==> src/audio_port_defs.svh <==
`ifndef AUDIO_PORT_DEFS_SVH
`define AUDIO_PORT_DEFS_SVH

// ********************************
// Register addresses and reset value
// ********************************
`define AP_ADDR_DATA 16'h3810
`define AP_ADDR_CTRL 16'h3812
`define AP_CTRL_RESET 16'h8012
`define AP_CFG_MASK 16'hFDF0

// ********************************
// Control register field positions
// ********************************
`define AP_B_TYPE 15
`define AP_B_OEN 14
`define AP_B_IEN 13
`define AP_B_DIV_HI 12
`define AP_B_DIV_LO 10
`define AP_B_SRST 9
`define AP_B_SWE 8
`define AP_B_LWE 7
`define AP_B_OLEN 6
`define AP_B_ILEN 5
`define AP_B_ROLE 4
`define AP_B_SERR 3
`define AP_B_LERR 2
`define AP_B_SEF 1
`define AP_B_LEF 0

// ********************************
// Counts
// ********************************
`define AP_DIV_MAX 3'h5
`define AP_LAST_WORD_32 2'h1
`define AP_LAST_WORD_64 2'h3
`define AP_LAST_BIT_32 6'h1F
`define AP_LAST_BIT_64 6'h3F

`endif

==> src/audio_port_pkg.sv <==
package audio_port_pkg;

	typedef logic [2:0] div_code_t;

	typedef enum logic [2:0] {
		IN_IDLE = 3'b001,
		IN_SHIFT = 3'b010,
		IN_MOVE = 3'b100
	} in_state_e;

	// Five bits wide, since the slowest bit clock ratio is sixteen
	function automatic logic [4:0] bclk_ratio(input div_code_t c);
		case (c)
			3'h0: bclk_ratio = 5'h04;
			3'h1: bclk_ratio = 5'h08;
			3'h2: bclk_ratio = 5'h06;
			3'h3: bclk_ratio = 5'h0C;
			3'h4: bclk_ratio = 5'h08;
			default: bclk_ratio = 5'h10;
		endcase
	endfunction

	function automatic logic [9:0] lr_ratio(input div_code_t c);
		case (c)
			3'h0, 3'h1: lr_ratio = 10'h100;
			3'h2, 3'h3: lr_ratio = 10'h180;
			default: lr_ratio = 10'h200;
		endcase
	endfunction

	// Which 16-bit lane of the 64-bit word a given access hits
	function automatic logic [1:0] word_lane(input logic len32, input logic [1:0] idx);
		word_lane = len32 ? (2'h1 - idx) : (2'h3 - idx);
	endfunction

endpackage

==> src/audio_clock_gen.sv <==
`timescale 1ns/1ps
module audio_clock_gen (
	input wire logic clock, // System clock
	input wire logic resetn, // Asynchronous reset, active low
	input wire logic run, // Master mode active
	input wire logic mclk_rise, // Synchronised master clock rising edge
	input wire audio_port_pkg::div_code_t div_code, // Division select
	output logic bclk, // Generated bit clock
	output logic lrclk // Generated left/right clock
);
	import audio_port_pkg::*;

	logic [4:0] bdiv;
	logic [9:0] ldiv;
	logic [4:0] bcnt_r, bcnt_nxt;
	logic [9:0] lcnt_r, lcnt_nxt;
	logic bclk_r, lrclk_r;

	assign bdiv = bclk_ratio(div_code);
	assign ldiv = lr_ratio(div_code);
	assign bcnt_nxt = (bcnt_r == bdiv - 5'h01) ? 5'h00 : bcnt_r + 5'h01;
	assign lcnt_nxt = (lcnt_r == ldiv - 10'h001) ? 10'h000 : lcnt_r + 10'h001;
	assign bclk = bclk_r;
	assign lrclk = lrclk_r;

	// Both counters start together, so every left/right fall lands on a bit clock fall
	always_ff @(posedge clock or negedge resetn) begin
		if (!resetn) begin
			bcnt_r <= 5'h00;
			lcnt_r <= 10'h000;
			bclk_r <= 1'b1;
			lrclk_r <= 1'b1;
		end else if (!run) begin
			bcnt_r <= 5'h00;
			lcnt_r <= 10'h000;
			bclk_r <= 1'b1;
			lrclk_r <= 1'b1;
		end else if (mclk_rise) begin
			bcnt_r <= bcnt_nxt;
			lcnt_r <= lcnt_nxt;
			bclk_r <= (bcnt_nxt >= (bdiv >> 1));
			lrclk_r <= (lcnt_nxt < (ldiv >> 1));
		end
	end

endmodule // audio_clock_gen

==> src/audio_port.sv <==
// How it works
// (RL1) 16-bit control/status register, resets to 0x8012
// (RL2) 64-bit output shifter reloads from holding register
// (RL3) 64-bit input shifter hands word to holding
// (RL4) Bit 15 selects standard or audio operation
// (RL5) Bits 14/13 enable output and input paths
// (RL6) Bits 12:10 pick bit and frame clock ratios
// (RL7) Software sets division before master mode only
// (RL8) Bit 9 resets flags, then self-clears
// (RL9) Software waits three cycles after soft reset
// (RL10) Soft reset never shares a write
// (RL11) Bits 8/7 stall stores and loads when unready
// (RL12) Bits 6/5 choose 64 or 32 bit frames
// (RL13) Bit 4 selects master or slave clocking
// (RL14) Software never returns from master to slave
// (RL15) Error flags set on bad access, clear by 0
// (RL16) Enable flags set on transfer, clear on access
// (RL17) Enable flags drop after two or four accesses
// (RL18) Output loads after frame start, shifts MSB first
// (RL19) Store flag rises after left/right clock falls
// (RL20) Input word moves, load flag one edge later
// (RL21) Input frame starts on first rise after fall
// (RL22) Serial output undefined until first frame
// (RL23) Software moves words upper half first
// (RL24) Frame spans 32 or 64 bit clocks
// (RL25) Master drives divided clocks, slave uses pins
// (RL26) Reserved division codes keep previous ratio
`timescale 1ns/1ps
`include "audio_port_defs.svh"
module audio_port (
	input wire logic clock, // System clock, 50 MHz
	input wire logic resetn, // Asynchronous reset, active low
	input wire logic [15:0] bus_addr, // Peripheral bus address
	input wire logic [15:0] bus_wdata, // Store data
	input wire logic bus_store, // Store request, held until ack
	input wire logic bus_load, // Load request, held until ack
	output logic [15:0] bus_rdata, // Load data, valid with ack
	output logic bus_ack, // Request taken last cycle
	output logic bus_wait, // Request is being stalled
	input wire logic mclk, // Master clock pin
	input wire logic bclk_in, // Bit clock pin, input side
	output logic bclk_out, // Bit clock pin, output side
	output logic bclk_oe, // Bit clock drive enable
	input wire logic lrclk_in, // Left/right clock pin, input side
	output logic lrclk_out, // Left/right clock pin, output side
	output logic lrclk_oe, // Left/right clock drive enable
	input wire logic serial_data_in, // Serial input pin
	output logic serial_data_out, // Serial output pin
	output logic store_enable_flag, // Output word wanted
	output logic load_enable_flag // Input word ready
);
	import audio_port_pkg::*;

	localparam logic [15:0] RST = `AP_CTRL_RESET;

	// ****************************************
	// Pin synchronisers and clock selection
	// ****************************************
	logic [3:0] sync1_r, sync2_r;
	logic mclk_prev_r, bclk_prev_r, lr_prev_r, oe_r;
	logic gen_bclk, gen_lrclk, master, bclk_sel, lr_sel;
	logic mclk_rise, bclk_rise, bclk_fall, lr_fall, din;

	// ****************************************
	// Register state
	// ****************************************
	logic [15:0] cfg_r, cfg_nxt, ctrl_view;
	logic srst_r, serr_r, lerr_r, sef_r, lef_r, lef_pend_r;
	logic [1:0] st_idx_r, ld_idx_r, st_lane, ld_lane;
	logic [15:0] rdata_r, in_word;
	logic ack_r, wait_r;
	logic [63:0] out_hold_r, in_hold_r, osh_r, ish_r;
	logic arm_r, sdo_r;
	logic [5:0] in_cnt_r;
	in_state_e in_state_r;

	logic active, out_on, in_on, olen32, ilen32;
	logic hit_data, hit_ctrl, st_data, ld_data, st_ctrl, ld_ctrl;
	logic st_stall, ld_stall, req, take, st_take, ld_take, st_last, ld_last;
	logic sef_set, div_ok;
	logic [5:0] in_last;

	assign master = ~cfg_r[`AP_B_ROLE];
	assign bclk_sel = master ? gen_bclk : sync2_r[0]; // RL25
	assign lr_sel = master ? gen_lrclk : sync2_r[1]; // RL25
	assign mclk_rise = sync2_r[2] & ~mclk_prev_r;
	assign bclk_rise = bclk_sel & ~bclk_prev_r;
	assign bclk_fall = ~bclk_sel & bclk_prev_r;
	assign lr_fall = ~lr_sel & lr_prev_r;
	assign din = sync2_r[3];

	always_ff @(posedge clock or negedge resetn) begin
		if (!resetn) begin
			// Idle pin levels, so no false clock edge follows reset
			sync1_r <= 4'h3;
			sync2_r <= 4'h3;
			mclk_prev_r <= 1'b0;
			bclk_prev_r <= 1'b1;
			lr_prev_r <= 1'b1;
			oe_r <= 1'b0;
		end else begin
			sync1_r <= {serial_data_in, mclk, lrclk_in, bclk_in};
			sync2_r <= sync1_r;
			mclk_prev_r <= sync2_r[2];
			bclk_prev_r <= bclk_sel;
			lr_prev_r <= lr_sel;
			oe_r <= master; // RL13
		end
	end

	// Changing the ratio while the divider runs garbles the clocks
	audio_clock_gen u_clock_gen (
		.clock(clock),
		.resetn(resetn),
		.run(master), // RL13
		.mclk_rise(mclk_rise),
		.div_code(cfg_r[`AP_B_DIV_HI:`AP_B_DIV_LO]), // RL6
		.bclk(gen_bclk),
		.lrclk(gen_lrclk)
	);

	assign bclk_out = gen_bclk;
	assign lrclk_out = gen_lrclk;
	assign bclk_oe = oe_r;
	assign lrclk_oe = oe_r;

	// ****************************************
	// Bus decode
	// ****************************************
	assign active = cfg_r[`AP_B_TYPE]; // RL4
	assign out_on = active & cfg_r[`AP_B_OEN]; // RL5
	assign in_on = active & cfg_r[`AP_B_IEN]; // RL5
	assign olen32 = cfg_r[`AP_B_OLEN]; // RL12
	assign ilen32 = cfg_r[`AP_B_ILEN]; // RL12
	assign hit_data = bus_addr == `AP_ADDR_DATA;
	assign hit_ctrl = bus_addr == `AP_ADDR_CTRL;
	assign st_data = bus_store & hit_data;
	assign ld_data = bus_load & hit_data;
	assign st_ctrl = bus_store & hit_ctrl;
	assign ld_ctrl = bus_load & hit_ctrl;
	// Stores also wait while a frame start is armed, so the old word is not overwritten
	assign st_stall = st_data & ((~sef_r & cfg_r[`AP_B_SWE]) | arm_r | sef_set); // RL11
	assign ld_stall = ld_data & ~lef_r & cfg_r[`AP_B_LWE]; // RL11
	assign req = bus_store | bus_load;
	assign take = req & ~st_stall & ~ld_stall;
	assign st_take = st_data & ~st_stall;
	assign ld_take = ld_data & ~ld_stall;
	assign st_lane = word_lane(olen32, st_idx_r); // RL23
	assign ld_lane = word_lane(ilen32, ld_idx_r); // RL23
	assign st_last = st_take & sef_r &
		(st_idx_r == (olen32 ? `AP_LAST_WORD_32 : `AP_LAST_WORD_64)); // RL17
	assign ld_last = ld_take & lef_r &
		(ld_idx_r == (ilen32 ? `AP_LAST_WORD_32 : `AP_LAST_WORD_64)); // RL17
	assign in_word = in_hold_r[{ld_lane, 4'h0} +: 16];
	assign sef_set = out_on & lr_fall; // RL19

	// ****************************************
	// Control register
	// ****************************************
	assign div_ok = bus_wdata[`AP_B_DIV_HI:`AP_B_DIV_LO] <= `AP_DIV_MAX;
	always_comb begin
		cfg_nxt = bus_wdata & `AP_CFG_MASK;
		if (!div_ok) begin
			cfg_nxt[`AP_B_DIV_HI:`AP_B_DIV_LO] = cfg_r[`AP_B_DIV_HI:`AP_B_DIV_LO]; // RL26
		end
	end
	assign ctrl_view = cfg_r | {6'h00, srst_r, 5'h00, serr_r, lerr_r, sef_r, lef_r}; // RL1

	always_ff @(posedge clock or negedge resetn) begin
		if (!resetn) begin
			cfg_r <= RST & `AP_CFG_MASK; // RL1
			srst_r <= 1'b0;
		end else begin
			srst_r <= st_ctrl & bus_wdata[`AP_B_SRST]; // RL8
			if (st_ctrl && !bus_wdata[`AP_B_SRST]) begin
				cfg_r <= cfg_nxt;
			end
		end
	end

	// ****************************************
	// Flags and word counters
	// ****************************************
	always_ff @(posedge clock or negedge resetn) begin
		if (!resetn) begin
			sef_r <= RST[`AP_B_SEF];
			lef_r <= RST[`AP_B_LEF];
			serr_r <= 1'b0;
			lerr_r <= 1'b0;
			st_idx_r <= 2'h0;
			ld_idx_r <= 2'h0;
		end else if (srst_r) begin
			sef_r <= 1'b1; // RL8
			lef_r <= 1'b0; // RL8
			serr_r <= 1'b0; // RL8
			lerr_r <= 1'b0; // RL8
			st_idx_r <= 2'h0;
			ld_idx_r <= 2'h0;
		end else begin
			if (sef_set) begin
				sef_r <= 1'b1; // RL16
				st_idx_r <= 2'h0;
			end else if (st_take && sef_r) begin
				st_idx_r <= st_idx_r + 2'h1;
				if (st_last) begin
					sef_r <= 1'b0; // RL17
				end
			end
			if (lef_pend_r) begin
				lef_r <= 1'b1; // RL20
				ld_idx_r <= 2'h0;
			end else if (ld_take && lef_r) begin
				ld_idx_r <= ld_idx_r + 2'h1;
				if (ld_last) begin
					lef_r <= 1'b0; // RL17
				end
			end
			// Hardware set wins over a software clear in the same cycle
			if (st_take && !sef_r) begin
				serr_r <= 1'b1; // RL15
			end else if (st_ctrl && !bus_wdata[`AP_B_SERR]) begin
				serr_r <= 1'b0; // RL15
			end
			if (ld_take && !lef_r) begin
				lerr_r <= 1'b1; // RL15
			end else if (st_ctrl && !bus_wdata[`AP_B_LERR]) begin
				lerr_r <= 1'b0; // RL15
			end
		end
	end

	assign store_enable_flag = sef_r;
	assign load_enable_flag = lef_r;

	// ****************************************
	// Bus answers
	// ****************************************
	always_ff @(posedge clock or negedge resetn) begin
		if (!resetn) begin
			rdata_r <= 16'h0000;
			ack_r <= 1'b0;
			wait_r <= 1'b0;
		end else begin
			ack_r <= take;
			wait_r <= req & ~take; // RL11
			if (take && bus_load) begin
				rdata_r <= ld_ctrl ? ctrl_view : (ld_data ? in_word : 16'h0000);
			end
		end
	end

	assign bus_rdata = rdata_r;
	assign bus_ack = ack_r;
	assign bus_wait = wait_r;

	// ****************************************
	// Serial paths
	// ****************************************
	assign in_last = ilen32 ? `AP_LAST_BIT_32 : `AP_LAST_BIT_64; // RL24

	always_ff @(posedge clock or negedge resetn) begin
		if (!resetn) begin
			arm_r <= 1'b0;
			sdo_r <= 1'b0;
			in_cnt_r <= 6'h00;
			in_state_r <= IN_IDLE;
			lef_pend_r <= 1'b0;
		end else begin
			lef_pend_r <= (in_state_r == IN_MOVE) & ~srst_r; // RL20
			if (srst_r) begin
				arm_r <= 1'b0;
			end else if (sef_set) begin
				arm_r <= 1'b1; // RL18
			end else if (bclk_rise) begin
				arm_r <= 1'b0;
			end
			if (bclk_fall && out_on) begin
				sdo_r <= osh_r[63]; // RL18
			end
			if (srst_r) begin
				in_state_r <= IN_IDLE;
			end else begin
				unique case (in_state_r)
					IN_IDLE: begin
						if (in_on && lr_fall) begin
							in_state_r <= IN_SHIFT; // RL21
							in_cnt_r <= 6'h00;
						end
					end
					IN_SHIFT: begin
						if (bclk_rise) begin
							in_cnt_r <= in_cnt_r + 6'h01;
							if (in_cnt_r == in_last) begin
								in_state_r <= IN_MOVE; // RL3
							end
						end
					end
					IN_MOVE: in_state_r <= IN_IDLE;
					default: in_state_r <= IN_IDLE;
				endcase
			end
		end
	end

	// Data registers carry no reset: the shifter holds garbage until its first load
	always_ff @(posedge clock) begin
		if (st_take && sef_r) begin
			out_hold_r[{st_lane, 4'h0} +: 16] <= bus_wdata;
		end
		if (bclk_rise && arm_r) begin
			osh_r <= olen32 ? {out_hold_r[31:0], 32'h00000000} : out_hold_r; // RL2
		end else if (bclk_fall && out_on) begin
			osh_r <= {osh_r[62:0], 1'b0}; // RL22
		end
		if (in_state_r == IN_SHIFT && bclk_rise) begin
			ish_r <= {ish_r[62:0], din}; // RL3
		end
		if (in_state_r == IN_MOVE) begin
			in_hold_r <= ilen32 ? {32'h00000000, ish_r[31:0]} : ish_r; // RL20
		end
	end

	assign serial_data_out = sdo_r;
endmodule // audio_port

==> config.mk <==
export PLATFORM = sky130hd
export DESIGN_NAME = audio_port
export DESIGN_NICKNAME = d
export VERILOG_FILES = /design/src/audio_port_pkg.sv /design/src/audio_clock_gen.sv /design/src/audio_port.sv
export VERILOG_INCLUDE_DIRS = /design/src
export SDC_FILE = /design/constraint.sdc
export NUM_CORES = 1
export LEC_CHECK = 0
export BUFFER_PORTS_ARGS = -buffer_cell sky130_fd_sc_hd__buf_2
export CAP_MARGIN = 20
export CORE_ASPECT_RATIO = 0.9
export CORE_MARGIN = 1.5
export CORE_UTILIZATION = 50
export CTS_BUF_LIST = sky130_fd_sc_hd__clkbuf_2 sky130_fd_sc_hd__clkbuf_4 sky130_fd_sc_hd__clkbuf_8
export DETAILED_ROUTE_END_ITERATION = 8
export GPL_TIMING_DRIVEN = 0
export PLACE_DENSITY = 0.67
export SKIP_CTS_REPAIR_TIMING = 1
export SYNTH_ARGS = -nofsm -noshare
export SYNTH_HDL_FRONTEND = slang
export SYNTH_SLANG_ARGS = --single-unit
==> constraint.sdc <==
create_clock -name clock -period 7.03 [get_ports clock]
set_input_delay 0.703 -clock clock [delete_from_list [all_inputs] [get_ports clock]]
set_output_delay 0.703 -clock clock [all_outputs]
set_load 0.05 [all_outputs]
## Yosys cells after proc, flatten, opt, wreduce, memory -nomap -nowiden

Cells that the tools add are included.

- Input bits: 40
- Output and inout bits: 25
- Logic and storage cells: 202
- Register bits: 335

- Muxes and demuxes: 56
- Shift operators: 3
- Equality and inequality tests: 19
- Add/subtract/negate cells: 12
- Bitwise logic cells: 41
- $lt $le $gt $ge: 3
- Reduce and logical (&&, ||, !) cells: 36

Operator list:

| cell | count |
|---|---|
| $mux 64 | 3 |
| $bwmux 64 | 1 |
| $shift 16x8->64 const A | 1 |
| $shiftx 16x8->64 | 1 |
| $shiftx 64x7->16 | 1 |
| $eq 16x14->1 const B | 2 |
| $mux 16 | 2 |
| $mux 10 | 3 |
| $and 1x1->1 | 26 |
| $mux 1 | 23 |
| $reduce_bool 3->1 | 7 |
| $mux 2 | 10 |
| $pmux 10 s2 | 1 |
| $pmux 5 s4 | 1 |
| $mux 6 | 3 |
| $or 16x10->16 | 1 |
| $mux 5 | 3 |
| $logic_and 1x1->1 | 12 |
| $mux 3 | 4 |
| $pmux 6 s2 | 1 |
| $not 1->1 | 11 |
| $add 10x1->10 const B | 1 |
| $eq 10x10->1 | 1 |
| $lt 10x9->1 | 1 |
| other kinds (27) | 50 |

## Depth between registers and ports, before layout

- Depth after elaboration: 14
- Depth in mapped cells: 13
- Depth with buffers taken out: 12

## Cells and area by module

A second synthesis with hierarchy kept.

- Cells, all modules: 1,053
- Area total of the unflattened synthesis: 14,475.1 µm²

By module, submodules not included:

| module | area an instance (µm²) | cells each | instances | seq. area each (µm²) |
|---|---|---|---|---|
| audio_port | 13,092.6 | 901 | 1 | 9,251.4 |
| audio_clock_gen | 1,382.6 | 152 | 1 | 427.9 |

## Worst setup path before layout

No wires, ideal clock.

- Kind: register to register
- Start: register in_state_r[1]
- End: register in_hold_r[0], enable pin
- Required time: 6.451 ns
- Arrival: 5.092 ns
- Path buffers: 0
- Library setup time: 0.579 ns
- Path slack: 1.359 ns
- Clock period less this slack: 5.671 ns
- Stages on the path, launching flop included: 2
- Cells stage by stage: dfrtp_1 -> nor3b_1

- Word-level cells in the longest chain between the ends: 1

Ends and longest elaborated chain:

| element | line | RTL |
|---|---|---|
| start, declared | audio_port.sv:75 | `in_state_e in_state_r;` |
| start signal, assigned | audio_port.sv:266 | `in_state_r <= IN_IDLE;` |
| start signal, assigned | audio_port.sv:281 | `in_state_r <= IN_IDLE;` |
| start signal, assigned | audio_port.sv:286 | `in_state_r <= IN_SHIFT;` |
| $eq 3x3->1 | audio_port.sv:318 | `if (in_state_r == IN_MOVE) begin` |
| end signal, assigned | audio_port.sv:319 | `in_hold_r <= ilen32 ? {32'h00000000, ish_r[31:0]} : ish_r;` |
| end, declared | audio_port.sv:72 | `logic [63:0] out_hold_r, in_hold_r, osh_r, ish_r;` |

No other way between the ends.
A chain may end at the register's enable or synchronous reset.

## Worst setup path after layout

- Start: register cfg_r[6]
- End: register out_hold_r[12] (data pin)

- Word-level cells in the longest chain between the ends: 4
- Elaborated cells between the ends (all ways): 5
- Those cells by class: add/sub: 1; shift: 2; mux: 2

Ends and longest elaborated chain:

| element | line | RTL |
|---|---|---|
| start, declared | audio_port.sv:67 | `logic [15:0] cfg_r, cfg_nxt, ctrl_view;` |
| start signal, assigned | audio_port.sv:171 | `` cfg_r <= RST & `AP_CFG_MASK; `` |
| start signal, assigned | audio_port.sv:176 | `cfg_r <= cfg_nxt;` |
| $mux 2 (*) | audio_port_pkg.sv:33 | `word_lane = len32 ? (2'h1 - idx) : (2'h3 - idx);` |
| $neg 6->8 (*) | audio_port.sv:308 | `out_hold_r[{st_lane, 4'h0} +: 16] <= bus_wdata;` |
| $shiftx 16x8->64 / $shift 16x8->64 (equally long branches) | audio_port.sv:308 |  |
| $bwmux 64 (*) | audio_port.sv:308 |  |
| end signal, assigned by index | audio_port.sv:308 |  |
| end, declared | audio_port.sv:72 |  |

Every way passes the cells marked *; elsewhere a longest branch is shown, timed or not.

==> metrics.md <==
| Metric | Value |
|---|---|
| Status | `complete, no violations` |
| CP Launch Type | `flop` |
| GP Congestion | `0.793` |
| Synth Area in XOR/XNOR | `0.0144` |
| CTS max path bufs | `3` |
| Max IR drop VDD | `0.164 mV` |
| Vias in the first global route | `8153` |
| Fillers | `2147` |
| # IOs | `65` |
| Pre-CTS WS | `between 3000 and 4000 ps` |
| Routed vias | `8067` |
| Root Buffer | `clkbuf_8` |
| H-tree levels | `2` |
| Overall Power | `slightly below 4 mW` |
| Die Y | `161 um` |
| CTS tree | `yes` |
| # setup viols final | `0` |
| Std cell rows | `57` |
| Synth Register Bits | `335` |
| Post-synthesis simple-gate area fraction | `0.144` |
| Placed Cells | `around 1400` |
| Worst-path clk slew | `60 ps` |
| Hpwl dp | `19.1 mm` |
| Setup Skew | `15.7 ps` |
| Antenna viol nets, final | `0` |
| Slew @ Worst Pin | `between 1000 and 1500 ps` |
| DRT Pass-1 Iters | `4` |
| Detailed Route WL | `28.4 mm` |
| Worst hold slack | `122 ps` |
| Wire length per cell | `19.0 um` |
| WP data arrival | `3730 ps` |
| # Max-Cap Violations | `0` |
| Met1 Resource Use GR | `0.286` |
| Full die area | `28900 um^2` |
| Post-route cell area | `roughly 16000 um^2` |
| Area grow syn2layout | `13.7%` |
| Clock Latency Late Sink | `a little under 600 ps` |
| HP Class | `input pin to async pin` |
| Initial drt markers | `approximately 560` |
| Critical-path maximum fanout | `10` |
| Overflow left after global routing | `0` |
| Core area | `between 20000 and 30000 um^2` |
| First-pass GRT wire length | `45.5 mm` |
| GR Layer Usage met2 | `0.326` |
| PortBufs | `between 60 and 70` |
| Sequential area share after synthesis | `0.694` |
| Die Width | `179 um` |
| GRT met3 Usage | `0.0381` |
| Largest family of logic cells by synthesized area | `simple AND/OR/NAND/NOR gates` |
| Initial antenna violation count | `1` |
| Post-synthesis cell type count | `58` |
| Worst EP required | `around 7500 ps` |
| Max-slew violations | `0` |
| Setup WS post-layout | `3740 ps` |
| Worst slew margin | `0.323` |
| Post-layout min period | `3290 ps` |
| Mean Syn Cell Area | `14.3 um^2` |
| Pwr Density | `250 nW/um^2` |
| Synth Warn # | `0` |
| Post-synthesis cell area | `13900 um^2` |
| Synth top area share | `0.551` |
| Via density | `around 5.4` |
| Mux contribution to synthesized area | `0.0713` |
| Setup TNS | `0 ps` |
| Area contributors post-synth | `edfxtp_1 55%, dfrtp_1 12%, and2_1 3.4%` |
| Num CTS Buffers | `51` |
| Crit path kind | `flop to flop` |
| Fmax | `304 MHz` |
| Top FF cell, synth | `edfxtp_1` |
| RSZ-0062 raised after global routing | `no` |
| Adder-Cell Fraction of Synth Area | `0.0126` |
| Global route hottest layer | `met2` |
| Gr usage total | `0.206` |
| Nets | `1153` |
| Starting Density | `0.513` |
| Net Count, Synth | `1028` |
| TritonCTS Sinks | `roughly 340` |
| Crit end category | `flop` |
| Share of layout cells above drive strength 1 | `0.196` |
| Final Hold Fails | `0` |
| Cells after Synth | `974` |
| Placed inst area | `14800 um^2` |
| Pin count of the biggest net entering global routing | `65` |
| Number of flops mapped to enable cells by yosys | `256` |
| Final period utilization | `0.468` |
| Post-synthesis compound-gate area fraction | `0.0440` |
| Leak Pwr | `5.76 nW` |
| Leading area contributor after synthesis | `edfxtp_1` |
| Final Util | `0.583` |
| FFs w/ async S/R, synth | `0.236` |
| Cell Count, Final, Fillers Out | `1494` |
| # DRC | `0` |
power by group:
| part | switching (mW) | internal [mW] |
|---|---|---|
| Combinational | 0.119 | 0.0826 |
| Clock | 0.749 | 0.812 |
| Sequential | 0.0398 | 2.15 |
| Total | 0.909 | 3.05 |
sequential cells by signal, summed over array words and instances, names as in the netlist, 2 cells and up:
name                cells
out_hold_r             64
osh_r                  64
ld_idx_r                2
u_clock_gen.lcnt_r     10
cfg_r                  11
ish_r                  64
st_idx_r                2
u_clock_gen.bcnt_r      5
sync1_r                 4
sync2_r                 4
in_hold_r              64
bus_rdata              16
in_state_r              3
in_cnt_r                6
cell type report:
cell class              count  area, um^2  area share
clock buffers              72         878      0.0554
multi-input cells         577        4020       0.253
plain buffers              51         225      0.0142
flip-flops and latches    335        9680       0.611
diodes                      1        2.50    0.000158
repair buffers             72         450      0.0284
well taps                 354         443      0.0280
clock inverters            21         109     0.00687
inverters                  11        41.3     0.00261
cell usage after synthesis (3+ instances only):
library cell and number:
edfxtp_1 256, nand2_1 90, and2_1 75, dfrtp_1 67, a21oi_1 52, nor2_1 52, clkbuf_1 39, nor2b_1 39
mux2i_1 34, nand3b_1 33, a22o_1 16, mux2_2 16, mux4_2 16, nand3_1 16, ha_1 14, o21ai_0 14
xor2_1 13, dfstp_2 12, inv_1 11, nor3_1 11, mux2_1 10, xnor2_1 10, nor3b_1 9, nand4_1 8
buf_2 6, nand2b_1 4, nand4b_1 4, and3_1 3, buf_4 3, nor4_1 3
layout by cell type (no fill, tap or decap), types with 6 or more instances in the layout:
master | synthesis | layout
dfstp_2 | 12 | 12
mux2_2 | 16 | 16
buf_6 | 2 | 6
xnor2_1 | 10 | 10
edfxtp_1 | 256 | 256
o21ai_0 | 14 | 14
nor3b_1 | 9 | 8
nor3_1 | 11 | 11
nand3b_1 | 33 | 33
nand3_1 | 16 | 16
ha_1 | 14 | 14
nand4_1 | 8 | 8
clkbuf_8 | 0 | 54
a21oi_1 | 52 | 52
clkinv_2 | 0 | 7
clkbuf_1 | 39 | 39
buf_2 | 6 | 68
nor2_1 | 52 | 51
nand2_1 | 90 | 89
a22o_1 | 16 | 16
nor2b_1 | 39 | 39
and2_1 | 75 | 75
mux2_1 | 10 | 10
clkbuf_4 | 0 | 18
dfrtp_1 | 67 | 67
clkinv_1 | 0 | 10
mux4_2 | 16 | 16
inv_1 | 11 | 11
mux2i_1 | 34 | 34
xor2_1 | 13 | 13
worst max-delay path, cell delays in order (launching register included):
cell	delay, ps
dfrtp_1	320
clkbuf_1	150
clkbuf_1	610
xnor2_1	270
inv_1	140
ha_1	240
nor3b_1	840
clkbuf_1	400
and2_1	190
cells by family (layout without fill, tap and decap cells):
group	Yosys count	count (layout)
fa+ha+maj	14	14
other cells	0	1
mux	76	76
compound gates	100	100
buf+inv	62	227
simple gates	364	364
flops	335	335
xor+xnor	23	23
worst paths after layout:
path | to | slack (ps) | start | cells past startpoint
worst max-delay path | out_hold_r[12] | 3740 | cfg_r[6] | 8
worst min-delay path | u_clock_gen.lcnt_r[6] | 120 | resetn | 1
worst max register to register | out_hold_r[12] | 3740 | cfg_r[6] | 8
worst min register to register | sync2_r[3] | 350 | sync1_r[3] | 0
max in group asynchronous | cfg_r[4] | 6220 | resetn | 2
min in group clock | sync1_r[0] | 230 | bclk_in | 1
per-layer routing:
layer | wire length [um] | share of wire | vias up
met5 | 0 | 0 | -
met4 | 787 | 0.028 | 0
met3 | 1400 | 0.049 | 55
met2 | 13500 | 0.48 | 179
met1 | 12700 | 0.45 | 4023
li1 | - | - | 3810
Note: power is estimated with default switching activity, not from simulation.
